## config.mk

```make
export PLATFORM = sky130hd
export DESIGN_NAME = jps_sequencer
export DESIGN_NICKNAME = d
export VERILOG_FILES = /design/src/jps_pkg.sv /design/src/jps_sequencer.sv
export VERILOG_INCLUDE_DIRS = /design/src
export SDC_FILE = /design/constraint.sdc
export NUM_CORES = 1
export LEC_CHECK = 0
export BUFFER_PORTS_ARGS = -buffer_cell sky130_fd_sc_hd__buf_2
export CAP_MARGIN = 20
export CORE_ASPECT_RATIO = 1.25
export CORE_MARGIN = 2
export CORE_UTILIZATION = 40
export DETAILED_ROUTE_END_ITERATION = 7
export GPL_TIMING_DRIVEN = 0
export PLACE_DENSITY_LB_ADDON = 0.15
export SYNTH_ARGS = -nofsm -noshare
export SYNTH_HDL_FRONTEND = slang
export SYNTH_SLANG_ARGS = --single-unit
```

## constraint.sdc

```tcl
create_clock -name mclk -period 2.94 [get_ports mclk]
set_input_delay 0.588 -clock mclk [delete_from_list [all_inputs] [get_ports mclk]]
set_output_delay 0.588 -clock mclk [all_outputs]
set_load 0.05 [all_outputs]
```

## src/jps_cfg.svh

```systemverilog
// Address map, field layout, reset values and timing of the jog sequencer
`ifndef JPS_CFG_SVH
`define JPS_CFG_SVH
// Register byte offsets
`define JPS_A_CTRL     8'h00
`define JPS_A_COUNT    8'h04
`define JPS_A_WAIT     8'h08
`define JPS_A_STATUS   8'h0C
`define JPS_A_HIST     8'h20
// Control, count and wait fields
`define JPS_F_PAT      2:0
`define JPS_F_DIR      4
`define JPS_F_FUNC     9:8
`define JPS_F_COUNT    9:0
`define JPS_F_WAIT     13:0
// Status fields
`define JPS_F_ST       3:0
`define JPS_F_SVON     4
`define JPS_F_PEND     5
`define JPS_F_HALF     6
`define JPS_F_BLINK    7
`define JPS_F_HCNT     15:8
`define JPS_F_REP      25:16
// Reset values
`define JPS_RST_COUNT  10'h001
`define JPS_RST_WAIT   14'h0064
// Pattern codes
`define JPS_PAT_FR     3'h2
`define JPS_PAT_RF     3'h3
`define JPS_PAT_MAX    3'h5
// Clock rate and times in milliseconds
`define JPS_CLK_HZ     50000000
`define JPS_HZ_PER_KHZ 1000
`define JPS_HOLD_MS    10'h3E8
`define JPS_DONE_MS    14'h03E8
`define JPS_HIST_DEPTH 8
`endif

```

## src/jps_pkg.sv

```systemverilog
// Shared types of the jog program sequencer
package jps_pkg;
    // Sequencer states
    typedef enum logic [3:0] {
        ST_FUNC, ST_PJ_ENTRY, ST_SVON, ST_WAIT, ST_MOVE, ST_END,
        ST_INIT_ENTRY, ST_INIT_RUN, ST_INIT_DONE, ST_CLR_ENTRY, ST_CLR_DONE
    } jps_state_e;
    // Utility chosen for the keypad
    typedef enum logic [1:0] {FN_PROG_JOG, FN_RESTORE, FN_CLEAR} jps_func_e;
    // APB request and answer
    typedef struct packed {
        logic        psel;
        logic        penable;
        logic        pwrite;
        logic [7:0]  paddr;
        logic [31:0] pwdata;
    } jps_apb_req_s;
    typedef struct packed {
        logic [31:0] prdata;
        logic        pready;
        logic        pslverr;
    } jps_apb_rsp_s;
    // Keypad keys, high while pressed
    typedef struct packed {
        logic mode;
        logic up;
        logic down;
        logic data;
    } jps_keys_s;
    // Commands to the motion and servo logic
    typedef struct packed {
        logic servo_on;
        logic baseblock;
        logic move_start;
        logic move_abort;
        logic move_fwd;
        logic scale_up;
        logic ref_inhibit;
    } jps_motion_s;
    // Whole state of the sequencer
    typedef struct packed {
        jps_state_e   st;
        jps_func_e    fn;
        logic [2:0]   pat;
        logic [2:0]   run_pat;
        logic         dir_sel;
        logic [9:0]   count;
        logic [13:0]  wait_ms;
        logic [9:0]   rep;
        logic         half;
        logic [15:0]  ms_div;
        logic         ms_tick;
        logic [13:0]  timer;
        logic [9:0]   hold;
        jps_keys_s    k1;
        jps_keys_s    k2;
        jps_keys_s    kp;
        logic         ref1;
        logic         ref2;
        logic         ref_out;
        logic         pend;
        logic         hist_clr;
        logic         restore_start;
        logic         blink;
        jps_motion_s  mv;
        jps_apb_rsp_s rsp;
    } jps_state_s;
endpackage : jps_pkg

```

## src/jps_sequencer.sv

```systemverilog
// Jog program sequencer with restore and history-clear utilities
//
// Implementation choices: register access over APB and the address map.
`timescale 1ns/1ns
`include "jps_cfg.svh"
// Functional notes
// - Patterns 0,1,4,5 with repeat count zero repeat without end.
// - Patterns 2 and 3 never repeat without end.
// - Unbounded repetition keeps the pattern's move sequence.
// - Mode/set ends unbounded repetition by turning the servo off.
// - Patterns 0 and 1 always move one way.
// - Direction select 1 makes scale count-up the forward way.
// - Mode/set in jog entry turns the servo on.
// - Key matching first direction starts motion after the wait time.
// - Mode/set during motion baseblocks and stops the motor.
// - Long data/shift hold in motion stops, returns to selection.
// - Finished program blinks end, then back to servo-on ready.
// - After finish, mode/set baseblocks; long hold returns to selection.
// - Restored values apply only after the next power cycle.
// - Mode/set starts restore; blink while busy, done blink one second.
// - Clear command erases every history entry.
// - History survives fault reset and power loss; only clear erases.
// - Mode/set in clear function erases, then blinks one second.
// - External pulse reference is blocked while jog runs.
// - Jog runs only when the drive is servo ready.
module jps_sequencer #(
    parameter int CYC_PER_MS = `JPS_CLK_HZ / `JPS_HZ_PER_KHZ,
    parameter int HIST_DEPTH = `JPS_HIST_DEPTH
) (
    // Clock and reset
    input  logic                  mclk,
    input  logic                  sys_rst,
    // APB register bus
    input  jps_pkg::jps_apb_req_s apb_req,
    output jps_pkg::jps_apb_rsp_s apb_rsp,
    // Keypad pins
    input  jps_pkg::jps_keys_s    keys,
    // Drive status
    input  logic                  servo_ready,
    input  logic                  motion_done,
    input  logic                  restore_done,
    input  logic                  fault_valid,
    input  logic [7:0]            fault_code,
    // External pulse reference
    input  logic                  pulse_ref_in,
    output logic                  pulse_ref_out,
    // Drive commands
    output jps_pkg::jps_motion_s  motion,
    output logic                  restore_start,
    // Display
    output jps_pkg::jps_state_e   disp_state,
    output logic                  disp_blink
);
    import jps_pkg::*;

    localparam int HW = $clog2(HIST_DEPTH + 1);
    localparam int HI = $clog2(HIST_DEPTH);

    jps_state_s    r;
    jps_state_s    n;
    logic [7:0]    hist [HIST_DEPTH];
    logic [HW-1:0] hist_cnt;
    logic          mode_ev;
    logic          up_ev;
    logic          dn_ev;
    logic          long_ev;

    // Patterns with a forward block and a reverse block
    function automatic logic is_pair(input logic [2:0] p);
        is_pair = (p == `JPS_PAT_FR) || (p == `JPS_PAT_RF);
    endfunction : is_pair

    // Patterns with two moves in each repetition
    function automatic logic is_alt(input logic [2:0] p);
        is_alt = (p > `JPS_PAT_RF) && (p <= `JPS_PAT_MAX);
    endfunction : is_alt

    // Key press edges from the synchronised keys
    assign mode_ev = r.k2.mode & ~r.kp.mode;
    assign up_ev   = r.k2.up & ~r.kp.up;
    assign dn_ev   = r.k2.down & ~r.kp.down;
    assign long_ev = r.k2.data && r.ms_tick &&
                     (r.hold == `JPS_HOLD_MS - 10'h001);

    // Next state of the whole block
    always_comb begin
        logic [7:0] off;
        logic       last;
        logic       inf;
        off  = apb_req.paddr - `JPS_A_HIST;
        last = (r.rep + 10'h001) == r.count;
        inf  = (r.count == '0) && !is_pair(r.run_pat);
        n = r;
        n.mv.move_start = 1'b0;
        n.mv.move_abort = 1'b0;
        n.restore_start = 1'b0;
        n.hist_clr      = 1'b0;
        // Key and pulse synchronisers
        n.k1   = keys;
        n.k2   = r.k1;
        n.kp   = r.k2;
        n.ref1 = pulse_ref_in;
        n.ref2 = r.ref1;
        // Millisecond enable
        n.ms_tick = 1'b0;
        if (r.ms_div == 16'(CYC_PER_MS - 1)) begin
            n.ms_div  = '0;
            n.ms_tick = 1'b1;
        end else begin
            n.ms_div = r.ms_div + 16'h0001;
        end
        // hold timer sticks at one second
        if (!r.k2.data) begin
            n.hold = '0;
        end else if (r.ms_tick && r.hold != `JPS_HOLD_MS) begin
            n.hold = r.hold + 10'h001;
        end
        // Wait and blink timer in milliseconds
        if (r.ms_tick && r.timer != '0) begin
            n.timer = r.timer - 14'h0001;
        end
        // APB answer one cycle into the access phase
        n.rsp.pready  = apb_req.psel && apb_req.penable && !r.rsp.pready;
        n.rsp.prdata  = '0;
        n.rsp.pslverr = 1'b0;
        if (n.rsp.pready) begin
            case (apb_req.paddr)
                `JPS_A_CTRL: begin
                    n.rsp.prdata[`JPS_F_PAT]  = r.pat;
                    n.rsp.prdata[`JPS_F_DIR]  = r.dir_sel;
                    n.rsp.prdata[`JPS_F_FUNC] = r.fn;
                end
                `JPS_A_COUNT: n.rsp.prdata[`JPS_F_COUNT] = r.count;
                `JPS_A_WAIT:  n.rsp.prdata[`JPS_F_WAIT] = r.wait_ms;
                `JPS_A_STATUS: begin
                    n.rsp.prdata[`JPS_F_ST]    = r.st;
                    n.rsp.prdata[`JPS_F_SVON]  = r.mv.servo_on;
                    n.rsp.prdata[`JPS_F_PEND]  = r.pend;
                    n.rsp.prdata[`JPS_F_HALF]  = r.half;
                    n.rsp.prdata[`JPS_F_BLINK] = r.blink;
                    n.rsp.prdata[`JPS_F_HCNT]  = 8'(hist_cnt);
                    n.rsp.prdata[`JPS_F_REP]   = r.rep;
                end
                default: begin
                    if (apb_req.paddr >= `JPS_A_HIST && off[1:0] == 2'h0 &&
                        int'(off[7:2]) < HIST_DEPTH) begin
                        n.rsp.prdata[7:0] = hist[off[HI+1:2]];
                    end else begin
                        n.rsp.pslverr = 1'b1;
                    end
                end
            endcase
        end
        // Register writes on the completing edge
        if (apb_req.psel && apb_req.penable && r.rsp.pready &&
            apb_req.pwrite) begin
            case (apb_req.paddr)
                `JPS_A_CTRL: begin
                    n.pat     = apb_req.pwdata[`JPS_F_PAT];
                    n.dir_sel = apb_req.pwdata[`JPS_F_DIR];
                    n.fn      = jps_func_e'(apb_req.pwdata[`JPS_F_FUNC]);
                end
                `JPS_A_COUNT: n.count = apb_req.pwdata[`JPS_F_COUNT];
                `JPS_A_WAIT:  n.wait_ms = apb_req.pwdata[`JPS_F_WAIT];
                default: ;
            endcase
        end
        if (r.mv.servo_on && (mode_ev || long_ev || !servo_ready)) begin
            n.mv.servo_on   = 1'b0;
            n.mv.baseblock  = 1'b1;
            n.mv.move_abort = (r.st == ST_MOVE);
            n.st            = long_ev ? ST_FUNC : ST_PJ_ENTRY;
        end else begin
            case (r.st)
                ST_FUNC: begin
                    if (long_ev) begin
                        case (r.fn)
                            FN_PROG_JOG: n.st = servo_ready ? ST_PJ_ENTRY
                                                            : ST_FUNC;
                            FN_RESTORE:  n.st = ST_INIT_ENTRY;
                            FN_CLEAR:    n.st = ST_CLR_ENTRY;
                            default:     n.st = ST_FUNC;
                        endcase
                    end
                end
                ST_PJ_ENTRY: begin
                    if (long_ev) begin
                        n.st = ST_FUNC;
                    end else if (mode_ev && servo_ready) begin
                        n.st           = ST_SVON;
                        n.mv.servo_on  = 1'b1;
                        n.mv.baseblock = 1'b0;
                    end
                end
                ST_SVON: begin
                    if ((r.pat[0] ? dn_ev : up_ev) &&
                        r.pat <= `JPS_PAT_MAX &&
                        !(is_pair(r.pat) && r.count == '0)) begin
                        n.st      = ST_WAIT;
                        n.timer   = r.wait_ms;
                        n.rep     = '0;
                        n.half    = 1'b0;
                        n.run_pat = r.pat;
                    end
                end
                ST_WAIT: begin
                    if (r.timer == '0) begin
                        n.st            = ST_MOVE;
                        n.mv.move_start = 1'b1;
                        n.mv.move_fwd   = ~(r.run_pat[0] ^ r.half);
                        n.mv.scale_up   = ~(r.run_pat[0] ^ r.half ^
                                            r.dir_sel) ^ 1'b1;
                    end
                end
                ST_MOVE: begin
                    if (motion_done) begin
                        n.st    = ST_WAIT;
                        n.timer = r.wait_ms;
                        if (is_alt(r.run_pat) && !r.half) begin
                            n.half = 1'b1;
                        end else if (!inf && last) begin
                            if (is_pair(r.run_pat) && !r.half) begin
                                n.half = 1'b1;
                                n.rep  = '0;
                            end else begin
                                n.st    = ST_END;
                                n.timer = `JPS_DONE_MS;
                            end
                        end else begin
                            n.rep  = r.rep + 10'h001;
                            n.half = is_pair(r.run_pat) & r.half;
                        end
                    end
                end
                ST_END: begin
                    if (r.timer == '0) begin
                        n.st = ST_SVON;
                    end
                end
                ST_INIT_ENTRY: begin
                    if (long_ev) begin
                        n.st = ST_FUNC;
                    end else if (mode_ev && !r.mv.servo_on) begin
                        n.st            = ST_INIT_RUN;
                        n.restore_start = 1'b1;
                        n.pend          = 1'b1;
                    end
                end
                ST_INIT_RUN: begin
                    if (restore_done) begin
                        n.st    = ST_INIT_DONE;
                        n.timer = `JPS_DONE_MS;
                    end
                end
                ST_INIT_DONE: begin
                    if (r.timer == '0) begin
                        n.st = ST_INIT_ENTRY;
                    end
                end
                ST_CLR_ENTRY: begin
                    if (long_ev) begin
                        n.st = ST_FUNC;
                    end else if (mode_ev) begin
                        n.st       = ST_CLR_DONE;
                        n.hist_clr = 1'b1;
                        n.timer    = `JPS_DONE_MS;
                    end
                end
                ST_CLR_DONE: begin
                    if (r.timer == '0) begin
                        n.st = ST_CLR_ENTRY;
                    end
                end
                default: n.st = ST_FUNC;
            endcase
        end
        n.mv.ref_inhibit = n.mv.servo_on;
        n.ref_out        = r.ref2 & ~n.mv.ref_inhibit;
        n.blink = (n.st == ST_END) || (n.st == ST_INIT_RUN) ||
                  (n.st == ST_INIT_DONE) || (n.st == ST_CLR_DONE);
    end

    // State register
    always_ff @(posedge mclk) begin
        if (sys_rst) begin
            r              <= '0;
            r.count        <= `JPS_RST_COUNT;
            r.wait_ms      <= `JPS_RST_WAIT;
            r.mv.baseblock <= 1'b1;
        end else begin
            r <= n;
        end
    end

    always_ff @(posedge mclk) begin
        if (r.hist_clr) begin
            // A fault logged with the clear survives as the only entry
            hist_cnt <= HW'(fault_valid);
            for (int i = 0; i < HIST_DEPTH; i++) begin
                hist[i] <= '0;
            end
            if (fault_valid) begin
                hist[0] <= fault_code;
            end
        end else if (fault_valid) begin
            hist[0] <= fault_code;
            for (int i = 1; i < HIST_DEPTH; i++) begin
                hist[i] <= hist[i-1];
            end
            if (int'(hist_cnt) < HIST_DEPTH) begin
                hist_cnt <= hist_cnt + HW'(1);
            end
        end
    end

    // Outputs straight from the state register
    assign apb_rsp       = r.rsp;
    assign motion        = r.mv;
    assign pulse_ref_out = r.ref_out;
    assign restore_start = r.restore_start;
    assign disp_state    = r.st;
    assign disp_blink    = r.blink;
endmodule : jps_sequencer

```

# Yosys cells after proc, flatten, opt, wreduce, memory -nomap -nowiden

Memories as Yosys holds them, arrays and structs flattened.
Index checks and enable logic that the tools add are counted.

$add $sub $neg: 6
Magnitude comparators: 6
Eq/ne operators: 32
Multiplexer cells: 77
Bitwise gates (word level): 29
Reduce and logical (&&, ||, !) cells: 66

Operator list:

| operator              | count |
|---|---|
| $mux 14               | 10 |
| $mux 8                | 10 |
| $mux 4                | 15 |
| $pmux 14 s4           | 1 |
| $mux 11               | 4 |
| $pmux 4 s11           | 1 |
| $eq 4x3->1 const B    | 6 |
| $pmux 3 s4            | 2 |
| $pmux 11 s2           | 1 |
| $logic_and 1x1->1     | 21 |
| $add 10x1->10 const B | 2 |
| $eq 4x4->1 const B    | 5 |
| $mux 1                | 19 |
| $add 16x1->16 const B | 1 |
| $eq 16x16->1 const B  | 1 |
| $eq 8x4->1 const B    | 2 |
| $logic_not 14->1      | 1 |
| $reduce_bool 14->1    | 1 |
| $sub 14x1->14 const B | 1 |
| $not 1->1             | 13 |
| $eq 3x2->1 const B    | 4 |
| $mux 12               | 1 |
| $pmux 4 s3            | 1 |
| $eq 10x10->1          | 1 |
| other kinds (42)      | 92 |

Flip-flop bits (word level): 151
Memory bits (writable): 64
Input bits: 62
Output and inout port bits: 48
Word-level logic and storage cells: 261
Memories kept: 1

Memory list:

| memory | words | bits a word | rd ports | clocked after memory_dff | write ports | RTL line            | text |
|---|---|---|---|---|---|---|---|
| hist   | 8     | 8           | 8        | 0                        | 8           | jps_sequencer.sv:61 | `logic [7:0] hist [HIST_DEPTH];` |

# Logic depth before layout (Yosys ltp)

Gate-level depths: netlist of run 1.

Word-level depth: 15
Gate-level depth with buffers: 11
Gate-level depth less buffers: 10

# Least setup slack after synthesis of run 1

No wires, ideal clock.

Path type: reg2reg
Start point: register r[102] in the netlist's numbering
End point: register r[72] in the netlist's numbering
Setup time: 119 ps
Arrival: 2394 ps
Data required time: 2821 ps
Path slack: 427 ps
Cell stages (with the launch flop): 11
Path buffers: 1
Period minus slack after synthesis: 2513 ps
Cells stage by stage: dfxtp_1 > ha_1 > buf_2 > and3_1 > a31oi_1 > nand4b_1 > nor4_4 > o211ai_1 > a31oi_2 > nor3_2 > o2bb2ai_1

Longest elaborated chain between the ends: 8

Ends and longest elaborated chain:

| item                     | RTL line             | text |
|---|---|---|
| start: declaration       | jps_sequencer.sv:59  | `jps_state_s r;` |
| start signal: assignment | jps_sequencer.sv:291 | `r <= n;` |
| $add 10x1->10            | jps_sequencer.sv:91  | `last = (r.rep + 10'h001) == r.count;` |
| $eq 10x10->1             | jps_sequencer.sv:91  |  |
| $logic_and 1x1->1        | jps_sequencer.sv:221 | `end else if (!inf && last) begin` |
| $mux 14                  | jps_sequencer.sv:221 |  |
| $mux 14                  | jps_sequencer.sv:219 | `if (is_alt(r.run_pat) && !r.half) begin` |
| $mux 14                  | jps_sequencer.sv:216 | `if (motion_done) begin` |
| $pmux 14 s4              | jps_sequencer.sv:174 | `case (r.st)` |
| $mux 14                  | jps_sequencer.sv:168 | `if (r.mv.servo_on && (mode_ev \|\| long_ev \|\| !servo_ready)) begin` |

Every way passes these cells.
A chain may end at the register's enable or synchronous reset.

# Worst setup path in the final report of run 1

Start point: register r, in the netlist disp_state[1]
End point: register r[75] in the netlist's numbering

Longest elaborated chain between the ends: 3
Elaborated cells between the ends (all ways): 6
Those cells by class: eq/ne: 4; mux: 2

Ends and longest elaborated chain:

| item                               | RTL line |
|---|---|
| $eq 4x4->1 (tied with other cells) | jps_sequencer.sv:174 |
| $pmux 14 s4 *                      | jps_sequencer.sv:174 |
| $mux 14 *                          | jps_sequencer.sv:168 |

Every way passes the cells marked *; elsewhere a longest branch is shown, timed or not.

==> impl_metrics.py, run 1 <==
metrics = {
    "placed_design": {
        "place_hpwl_um": 18400,
        "port_buffers": 80,
        "post-place-ws_ns": -0.172,
        "gp_congestion": 0.863,
    },
    "die": {
        "die_x_um": 146,
        "start_util_pct": 40.3,
        "ios": 110,
        "dieArea_mm2": 0.0266,
        "core_region_area_mm2": 0.0250,
        "rows": 65,
        "die_y_um": 182,
    },
    "route": {
        "drt_iter0_markers": 434,
        "drc_errors": 0,
        "routed_wl_um": 25000,
        "vias": 7670,
        "viasPerCell": 5.21,
        "routedWlPerCell_um": 17.0,
        "drtPass1Iterations": 7,
        "antenna_left": 0,
    },
    "cells_and_area": {
        "layout.nets": 1188,
        "post-route-util_pct": 47.1,
        "drive_above_1_share_pct": 20.3,
        "synthToLayoutAreaGrowth_pct": 16.7,
    },
    "setup_path": {
        "endpoint": "r[75]$_SDFF_PP0_",
        "crit_fanout": 9,
        "path_cells": "clkbuf_1 > nand3b_1 > a21bo_2 > a211oi_2 > o211ai_1 > a221oi_1 > a21oi_1 > o31ai_1 > a21oi_1",
        "crit_family": "compound AO/OA/AOI/OAI gates",
        "crit_top_cell": "a21oi_1",
        "end_kind": "flip-flop",
        "worstSetupStartpoint": "disp_state[1]$_SDFF_PP0_",
        "required_ns": 3.30,
        "slowest_delay_ns": 0.41,
        "worst-path-buf-inv": 1,
        "start_kind": "flip-flop",
        "cp.depth": 9,
        "reg2reg_depth": 9,
        "timing_worst_setup_path_type": "reg -> reg",
        "crit_slowest_cell": "a211oi_2",
        "rr_endpoint": "r[75]$_SDFF_PP0_",
        "crit_arrival_ns": 3.20,
        "r2r_slack_ns": 0.10,
        "rr_startpoint": "disp_state[1]$_SDFF_PP0_",
    },
    "timing": {
        "setup_viol": 0,
        "slew_headroom_pct": 35.5,
        "finalClockSkew_ns": 0.0107,
        "slew_violations": 0,
        "worst_slack_ns": 0.104,
        "rsz0062_at_grt": "yes",
        "period_share_pct": 96.5,
        "hold_viol": 0,
        "fmaxAchievable_mhz": 353,
        "min_period_ns": 2.84,
        "tightest_slew_ns": 0.968,
    },
    "logic_synthesis": {
        "synth-adder-area-share_pct": 0.867,
        "synthFlopType": "dfxtp_1",
        "synth-simple-area-share_pct": 21.3,
        "ys_seq_elements": 207,
        "synth_cell_types": 78,
        "syn-cell-area_mm2": 0.0101,
        "yosys_warnings": 0,
        "synth.avg_cell_area_um2": 10.1,
        "synth-async-reset-ratio_pct": 0,
        "synth_edf_count": 65,
        "synth_mux_area_share_pct": 10.0,
        "synth-compound-area-share_pct": 9.62,
        "synth_top_family_by_area": "simple AND/OR/NAND/NOR gates",
        "synth_xor_area_share_pct": 4.23,
        "ys_seq_area_share_pct": 47.4,
        "syn_inst": 1004,
    },
    "cts": {
        "cts_tree": "built",
        "clock_latency_ns": 0.52,
        "cts-root-buf": "clkbuf_16",
        "clk_pin_slew_ns": 0.06,
        "cts.sinks": 207,
        "clockBufferDepth": 3,
        "cts_inserted_buffers": 23,
        "cts_hold_buf": 0,
        "cts_max_level": 1,
    },
    "power_and_ir_drop": {
        "total_power_mw": 6.37,
        "vdd_drop_max_uv": 401,
        "powerDensity_mw_per_mm2": 540,
        "p_leak_nw": 4.66,
    },
    "global_route": {
        "first_global_vias": 7357,
        "grt_max_degree": 65,
        "grt_usage_pct": 18.6,
        "grt_pass1_wl_um": 39500,
        "antenna_found_initial": 1,
        "grt_overflow_total": 0,
    },
    "hold_path": {
        "min_path_type": "in -> reg",
    },
    "flow_run": {
        "max_cap_violations": 0,
    },
    "status": {
        "outcome": "completed",
    },
}
logic make-up after synthesis:
kind of cell,after synthesis
compound gates,136
xor+xnor,48
fa+ha+maj,7
buf+inv,124
flops,207
mux,73
other cells,1
simple gates,408
cell usage after synthesis, types with 5 or more instances:
| cell type | count | area, um2 |
|---|---|---|
| and2_1 | 63 | 394 |
| mux2i_1 | 49 | 490 |
| a21oi_1 | 29 | 145 |
| o2bb2ai_1 | 9 | 78.8 |
| nand3_1 | 29 | 145 |
| buf_2 | 13 | 65.1 |
| a21o_1 | 5 | 37.5 |
| nor3_1 | 17 | 85.1 |
| o21ai_1 | 5 | 25.0 |
| inv_1 | 25 | 93.8 |
| xnor2_1 | 29 | 254 |
| nor3b_1 | 6 | 45.0 |
| nor4_1 | 12 | 75.1 |
| o21ai_0 | 15 | 75.1 |
| a2bb2oi_1 | 5 | 43.8 |
| dfxtp_1 | 142 | 2840 |
| or3_1 | 8 | 50.1 |
| ha_1 | 7 | 87.6 |
| a211oi_1 | 6 | 45.0 |
| edfxtp_1 | 65 | 1950 |
| nand4_1 | 12 | 75.1 |
| buf_4 | 45 | 338 |
| a31oi_1 | 9 | 56.3 |
| nand2b_1 | 12 | 75.1 |
| xor2_1 | 18 | 158 |
| and3_1 | 11 | 68.8 |
| clkbuf_1 | 37 | 139 |
| mux4_2 | 22 | 495 |
| o22ai_1 | 8 | 50.1 |
| nand3b_1 | 6 | 45.0 |
| nand2_1 | 52 | 195 |
| nor2b_1 | 40 | 250 |
| nor2_1 | 117 | 439 |
per-stage QoR:
| stage | setup TNS [ns] | instance area, um2 | hold slack, ns | std cells |
|---|---|---|---|---|
| floorplan | 0 | 10100 | 0.414 | 1011 |
| global placement | -2.88 | 11000 | 0.424 | 1426 |
| detailed placement | -3.44 | 11000 | 0.428 | 1426 |
| CTS | 0 | 11800 | 0.273 | 1470 |
| global route | -0.0657 | 11800 | 0.301 | 1471 |
| finish | 0 | 11800 | 0.279 | 1472 |
cell type report:
class	instances	area, um2
Fill cell	2481	13300
Sequential cell	207	4790
Multi-Input combinational cell	680	4730
Clock buffer	27	633
Buffer	99	567
Timing Repair Buffer	83	423
Tap cell	335	419
Clock inverter	15	136
Inverter	25	93.8
Antenna cell	1	2.50
state kept, by name, summed over array words and instances (netlist names):
register,count
motion,6
hist_cnt,4
hist,64
disp_blink,1
disp_state,4
restore_start,1
apb_rsp,26
r,91
n,9
pulse_ref_out,1
cells in the final DEF, fill, tap and decap left out, types with 9 or more instances in the layout:
cell type  netlist  final
a21oi_1         29     29
nor2b_1         40     39
nor3_1          17     16
nor2_1         117    117
edfxtp_1        65     65
nand4_1         12     12
o21ai_0         15     15
o2bb2ai_1        9      9
clkbuf_1        37     39
nor4_1          12      9
buf_2           13     92
clkbuf_16        0     25
and3_1          11     11
nand2b_1        12     12
nand2_1         52     52
mux4_2          22     22
buf_4           45     48
dfxtp_1        142    142
xnor2_1         29     29
mux2i_1         49     49
and2_1          63     63
inv_1           25     25
nand3_1         29     29
xor2_1          18     18
repair_timing:
action,in CTS,in global routing
setup buffers,2,1
pin swaps,1,1
resized for setup,3,6
setup endpoints to repair,14,24
metal layers:
metal  vias to the layer above  global-route usage (%)  part of all wire, %
li1                       3729                       -                    -
met1                      3692                    22.7                   42
met2                       197                    33.0                   50
met3                        52                    2.79                  4.6
met4                         0                    7.26                  3.3
met5                         -                       0                    0
worst min path at each step:
stage,startpoint,endpoint,slack (ns),depth (start not counted)
after global placement,n[55]$_SDFF_PP0_,n[51]$_SDFF_PP0_,0.42,1
after floorplan,n[52]$_SDFF_PP0_,n[48]$_SDFF_PP0_,0.41,1
after CTS,pulse_ref_in,n[46]$_SDFF_PP0_,0.27,2
after global routing,keys[0],n[52]$_SDFF_PP0_,0.30,2
after detailed placement,n[53]$_SDFF_PP0_,n[49]$_SDFF_PP0_,0.43,1
final,pulse_ref_in,n[46]$_SDFF_PP0_,0.28,2
power breakdown:
part           internal, mW  switching, mW
clock                  1.72           1.20
sequential             3.04         0.0504
combinational         0.153          0.203
Note: power is estimated with default switching activity, not from simulation.
==> run 2: changes to the inputs <==
--- a/config.mk
+++ b/config.mk
@@ -9,11 +9,11 @@
 export BUFFER_PORTS_ARGS = -buffer_cell sky130_fd_sc_hd__buf_2
 export CAP_MARGIN = 20
 export CORE_ASPECT_RATIO = 1.25
-export CORE_MARGIN = 2
 export CORE_UTILIZATION = 40
 export DETAILED_ROUTE_END_ITERATION = 7
 export GPL_TIMING_DRIVEN = 0
 export PLACE_DENSITY_LB_ADDON = 0.15
+export REMOVE_ABC_BUFFERS = 1
 export SYNTH_ARGS = -nofsm -noshare
 export SYNTH_HDL_FRONTEND = slang
 export SYNTH_SLANG_ARGS = --single-unit
==> impl_metrics.py, run 2 (synthesis gave the netlist of run 1 again) <==
metrics = {
    "cells_and_area": {
        "largest_register": "r",
        "final_common_cell": "dfxtp_1",
        "n_fill_cell": 2426,
        "largest_reg_flops": 91,
        "design_area_mm2": 0.0113,
        "post-route-util_pct": 45.8,
        "layout.nets": 1100,
        "drive_above_1_share_pct": 17.4,
        "final_cell_mix": "dfxtp_1, nor2_1, buf_2",
        "synthToLayoutAreaGrowth_pct": 11.6,
    },
    "die": {
        "core_region_area_mm2": 0.0247,
        "die_x_um": 144,
        "start_util_pct": 41.0,
        "rows": 64,
        "ios": 110,
        "dieArea_mm2": 0.0259,
        "die_y_um": 180,
    },
    "global_route": {
        "grt_overflow_total": 0,
        "grt_pass1_wl_um": 37900,
        "first_global_vias": 7001,
        "grt_usage_pct": 18.6,
        "grt_max_degree": 83,
        "antenna_found_initial": 2,
    },
    "hold_path": {
        "whs_endpoint": "n[54]$_SDFF_PP0_",
        "worstHoldStart": "keys[2]",
        "hold_depth": 2,
        "min_path_type": "in -> reg",
    },
    "setup_path": {
        "crit_arrival_ns": 3.16,
        "required_ns": 3.29,
        "end_kind": "flip-flop",
        "rr_startpoint": "disp_state[3]$_SDFF_PP0_",
        "reg2reg_depth": 8,
        "timing_worst_setup_path_type": "reg -> reg",
        "crit_fanout": 14,
        "r2r_slack_ns": 0.12,
        "start_kind": "flip-flop",
        "rr_endpoint": "r[75]$_SDFF_PP0_",
    },
    "power_and_ir_drop": {
        "netSwitchingFraction_pct": 22.2,
        "powerDensity_mw_per_mm2": 552,
        "p_comb_share_pct": 5.3,
        "switching_power_mw": 1.38,
        "power.share.clock_pct": 45.1,
        "total_power_mw": 6.23,
        "p_leak_nw": 4.34,
        "intPower_mw": 4.85,
        "vdd_drop_max_uv": 342,
        "seqPwrFrac_pct": 49.7,
    },
    "cts": {
        "clockBufferDepth": 3,
        "cts_hold_buf": 0,
        "clk_pin_slew_ns": 0.06,
        "cts_tree": "built",
        "clock_latency_ns": 0.51,
        "cts.sinks": 207,
        "cts_inserted_buffers": 23,
        "cts-root-buf": "clkbuf_16",
        "cts_max_level": 1,
    },
    "timing": {
        "slew_violations": 0,
        "rsz0062_at_grt": "yes",
        "min_period_ns": 2.82,
        "worst_slack_ns": 0.124,
        "fmaxAchievable_mhz": 355,
        "period_share_pct": 95.8,
        "slew_headroom_pct": 36.7,
        "tightest_slew_ns": 0.950,
        "finalClockSkew_ns": 0.0126,
        "setup_viol": 0,
        "hold_viol": 0,
    },
    "route": {
        "vias": 7254,
        "drtPass1Iterations": 7,
        "drt_iter0_markers": 368,
        "antenna_left": 0,
        "drc_errors": 0,
        "routed_wl_um": 23400,
        "viasPerCell": 5.26,
        "routedWlPerCell_um": 16.9,
    },
    "placed_design": {
        "port_buffers": 83,
        "place_hpwl_um": 16100,
        "post-place-ws_ns": -0.358,
        "dpl_cell_area_mm2": 0.0105,
        "gp_congestion": 0.807,
    },
    "status": {
        "outcome": "completed",
    },
    "flow_run": {
        "max_cap_violations": 0,
    },
}
==> run 2: worst max-delay path by stage <==
stage                             startpoint  slack (ns)               endpoint  depth (start not counted)
floorplan           disp_state[1]$_SDFF_PP0_        0.03  disp_blink$_SDFF_PP0_                          6
global placement         r[140]$_SDFFE_PP0P_       -1.08  disp_blink$_SDFF_PP0_                          7
detailed placement       r[102]$_SDFFE_PP0P_       -0.36       r[74]$_SDFF_PP0_                          9
CTS                      r[102]$_SDFFE_PP0P_        0.03       r[72]$_SDFF_PP0_                         10
global route             r[140]$_SDFFE_PP0P_      -0.006       r[74]$_SDFF_PP0_                          7
finish              disp_state[3]$_SDFF_PP0_        0.12       r[75]$_SDFF_PP0_                          8
==> run 2: worst max-delay path, cell delays in order (launching register included) <==
cell and delay, ns:
dfxtp_2 0.55, or3b_2 0.49, a21bo_2 0.21, a211oi_2 0.40, o211ai_1 0.40, a221oi_1 0.32, a21oi_1 0.07, o31ai_1 0.10
a21oi_1 0.10
==> run 2: repair_timing <==
action,CTS,global route
gates resized for setup,4,5
setup buffers,2,5
setup endpoints to repair,25,25
pin swaps,2,2
==> run 2: final cells by class <==
type	count	area, um2	area share [%]
Timing Repair Buffer	94	526	4.66
Sequential cell	207	4800	42.6
Multi-Input combinational cell	680	4710	41.8
Inverter	25	93.8	0.832
Tap cell	330	413	3.66
Clock buffer	35	672	5.95
Antenna cell	2	5.00	0.0444
Clock inverter	7	61.3	0.543
==> run 2: power by group through the flow <==
stage	Combinational, mW	Sequential [mW]	Clock (mW)
floorplan	0.201	3.14	0
global placement	0.326	3.16	0
detailed placement	0.334	3.16	0
CTS	0.334	3.10	2.91
global route	0.361	3.11	3.01
finish	0.327	3.10	2.81
==> run 2: through the flow <==
stage | hold WS [ns] | setup TNS, ns | instances
after floorplan | 0.414 | 0 | 912
after global placement | 0.420 | -40.65 | 1325
after detailed placement | 0.425 | -10.55 | 1328
after CTS | 0.266 | 0 | 1372
after global routing | 0.279 | -0.00636 | 1378
final | 0.291 | 0 | 1380
==> run 2: metal layers <==
layer / vias to the layer above / global-route usage [%] / part of all wire [%]
li1: 3569 / - / -
met1: 3494 / 24.6 / 45
met2: 161 / 31.3 / 48
met3: 30 / 3.12 / 4.9
met4: 0 / 4.84 / 2.1
met5: - / 0 / 0
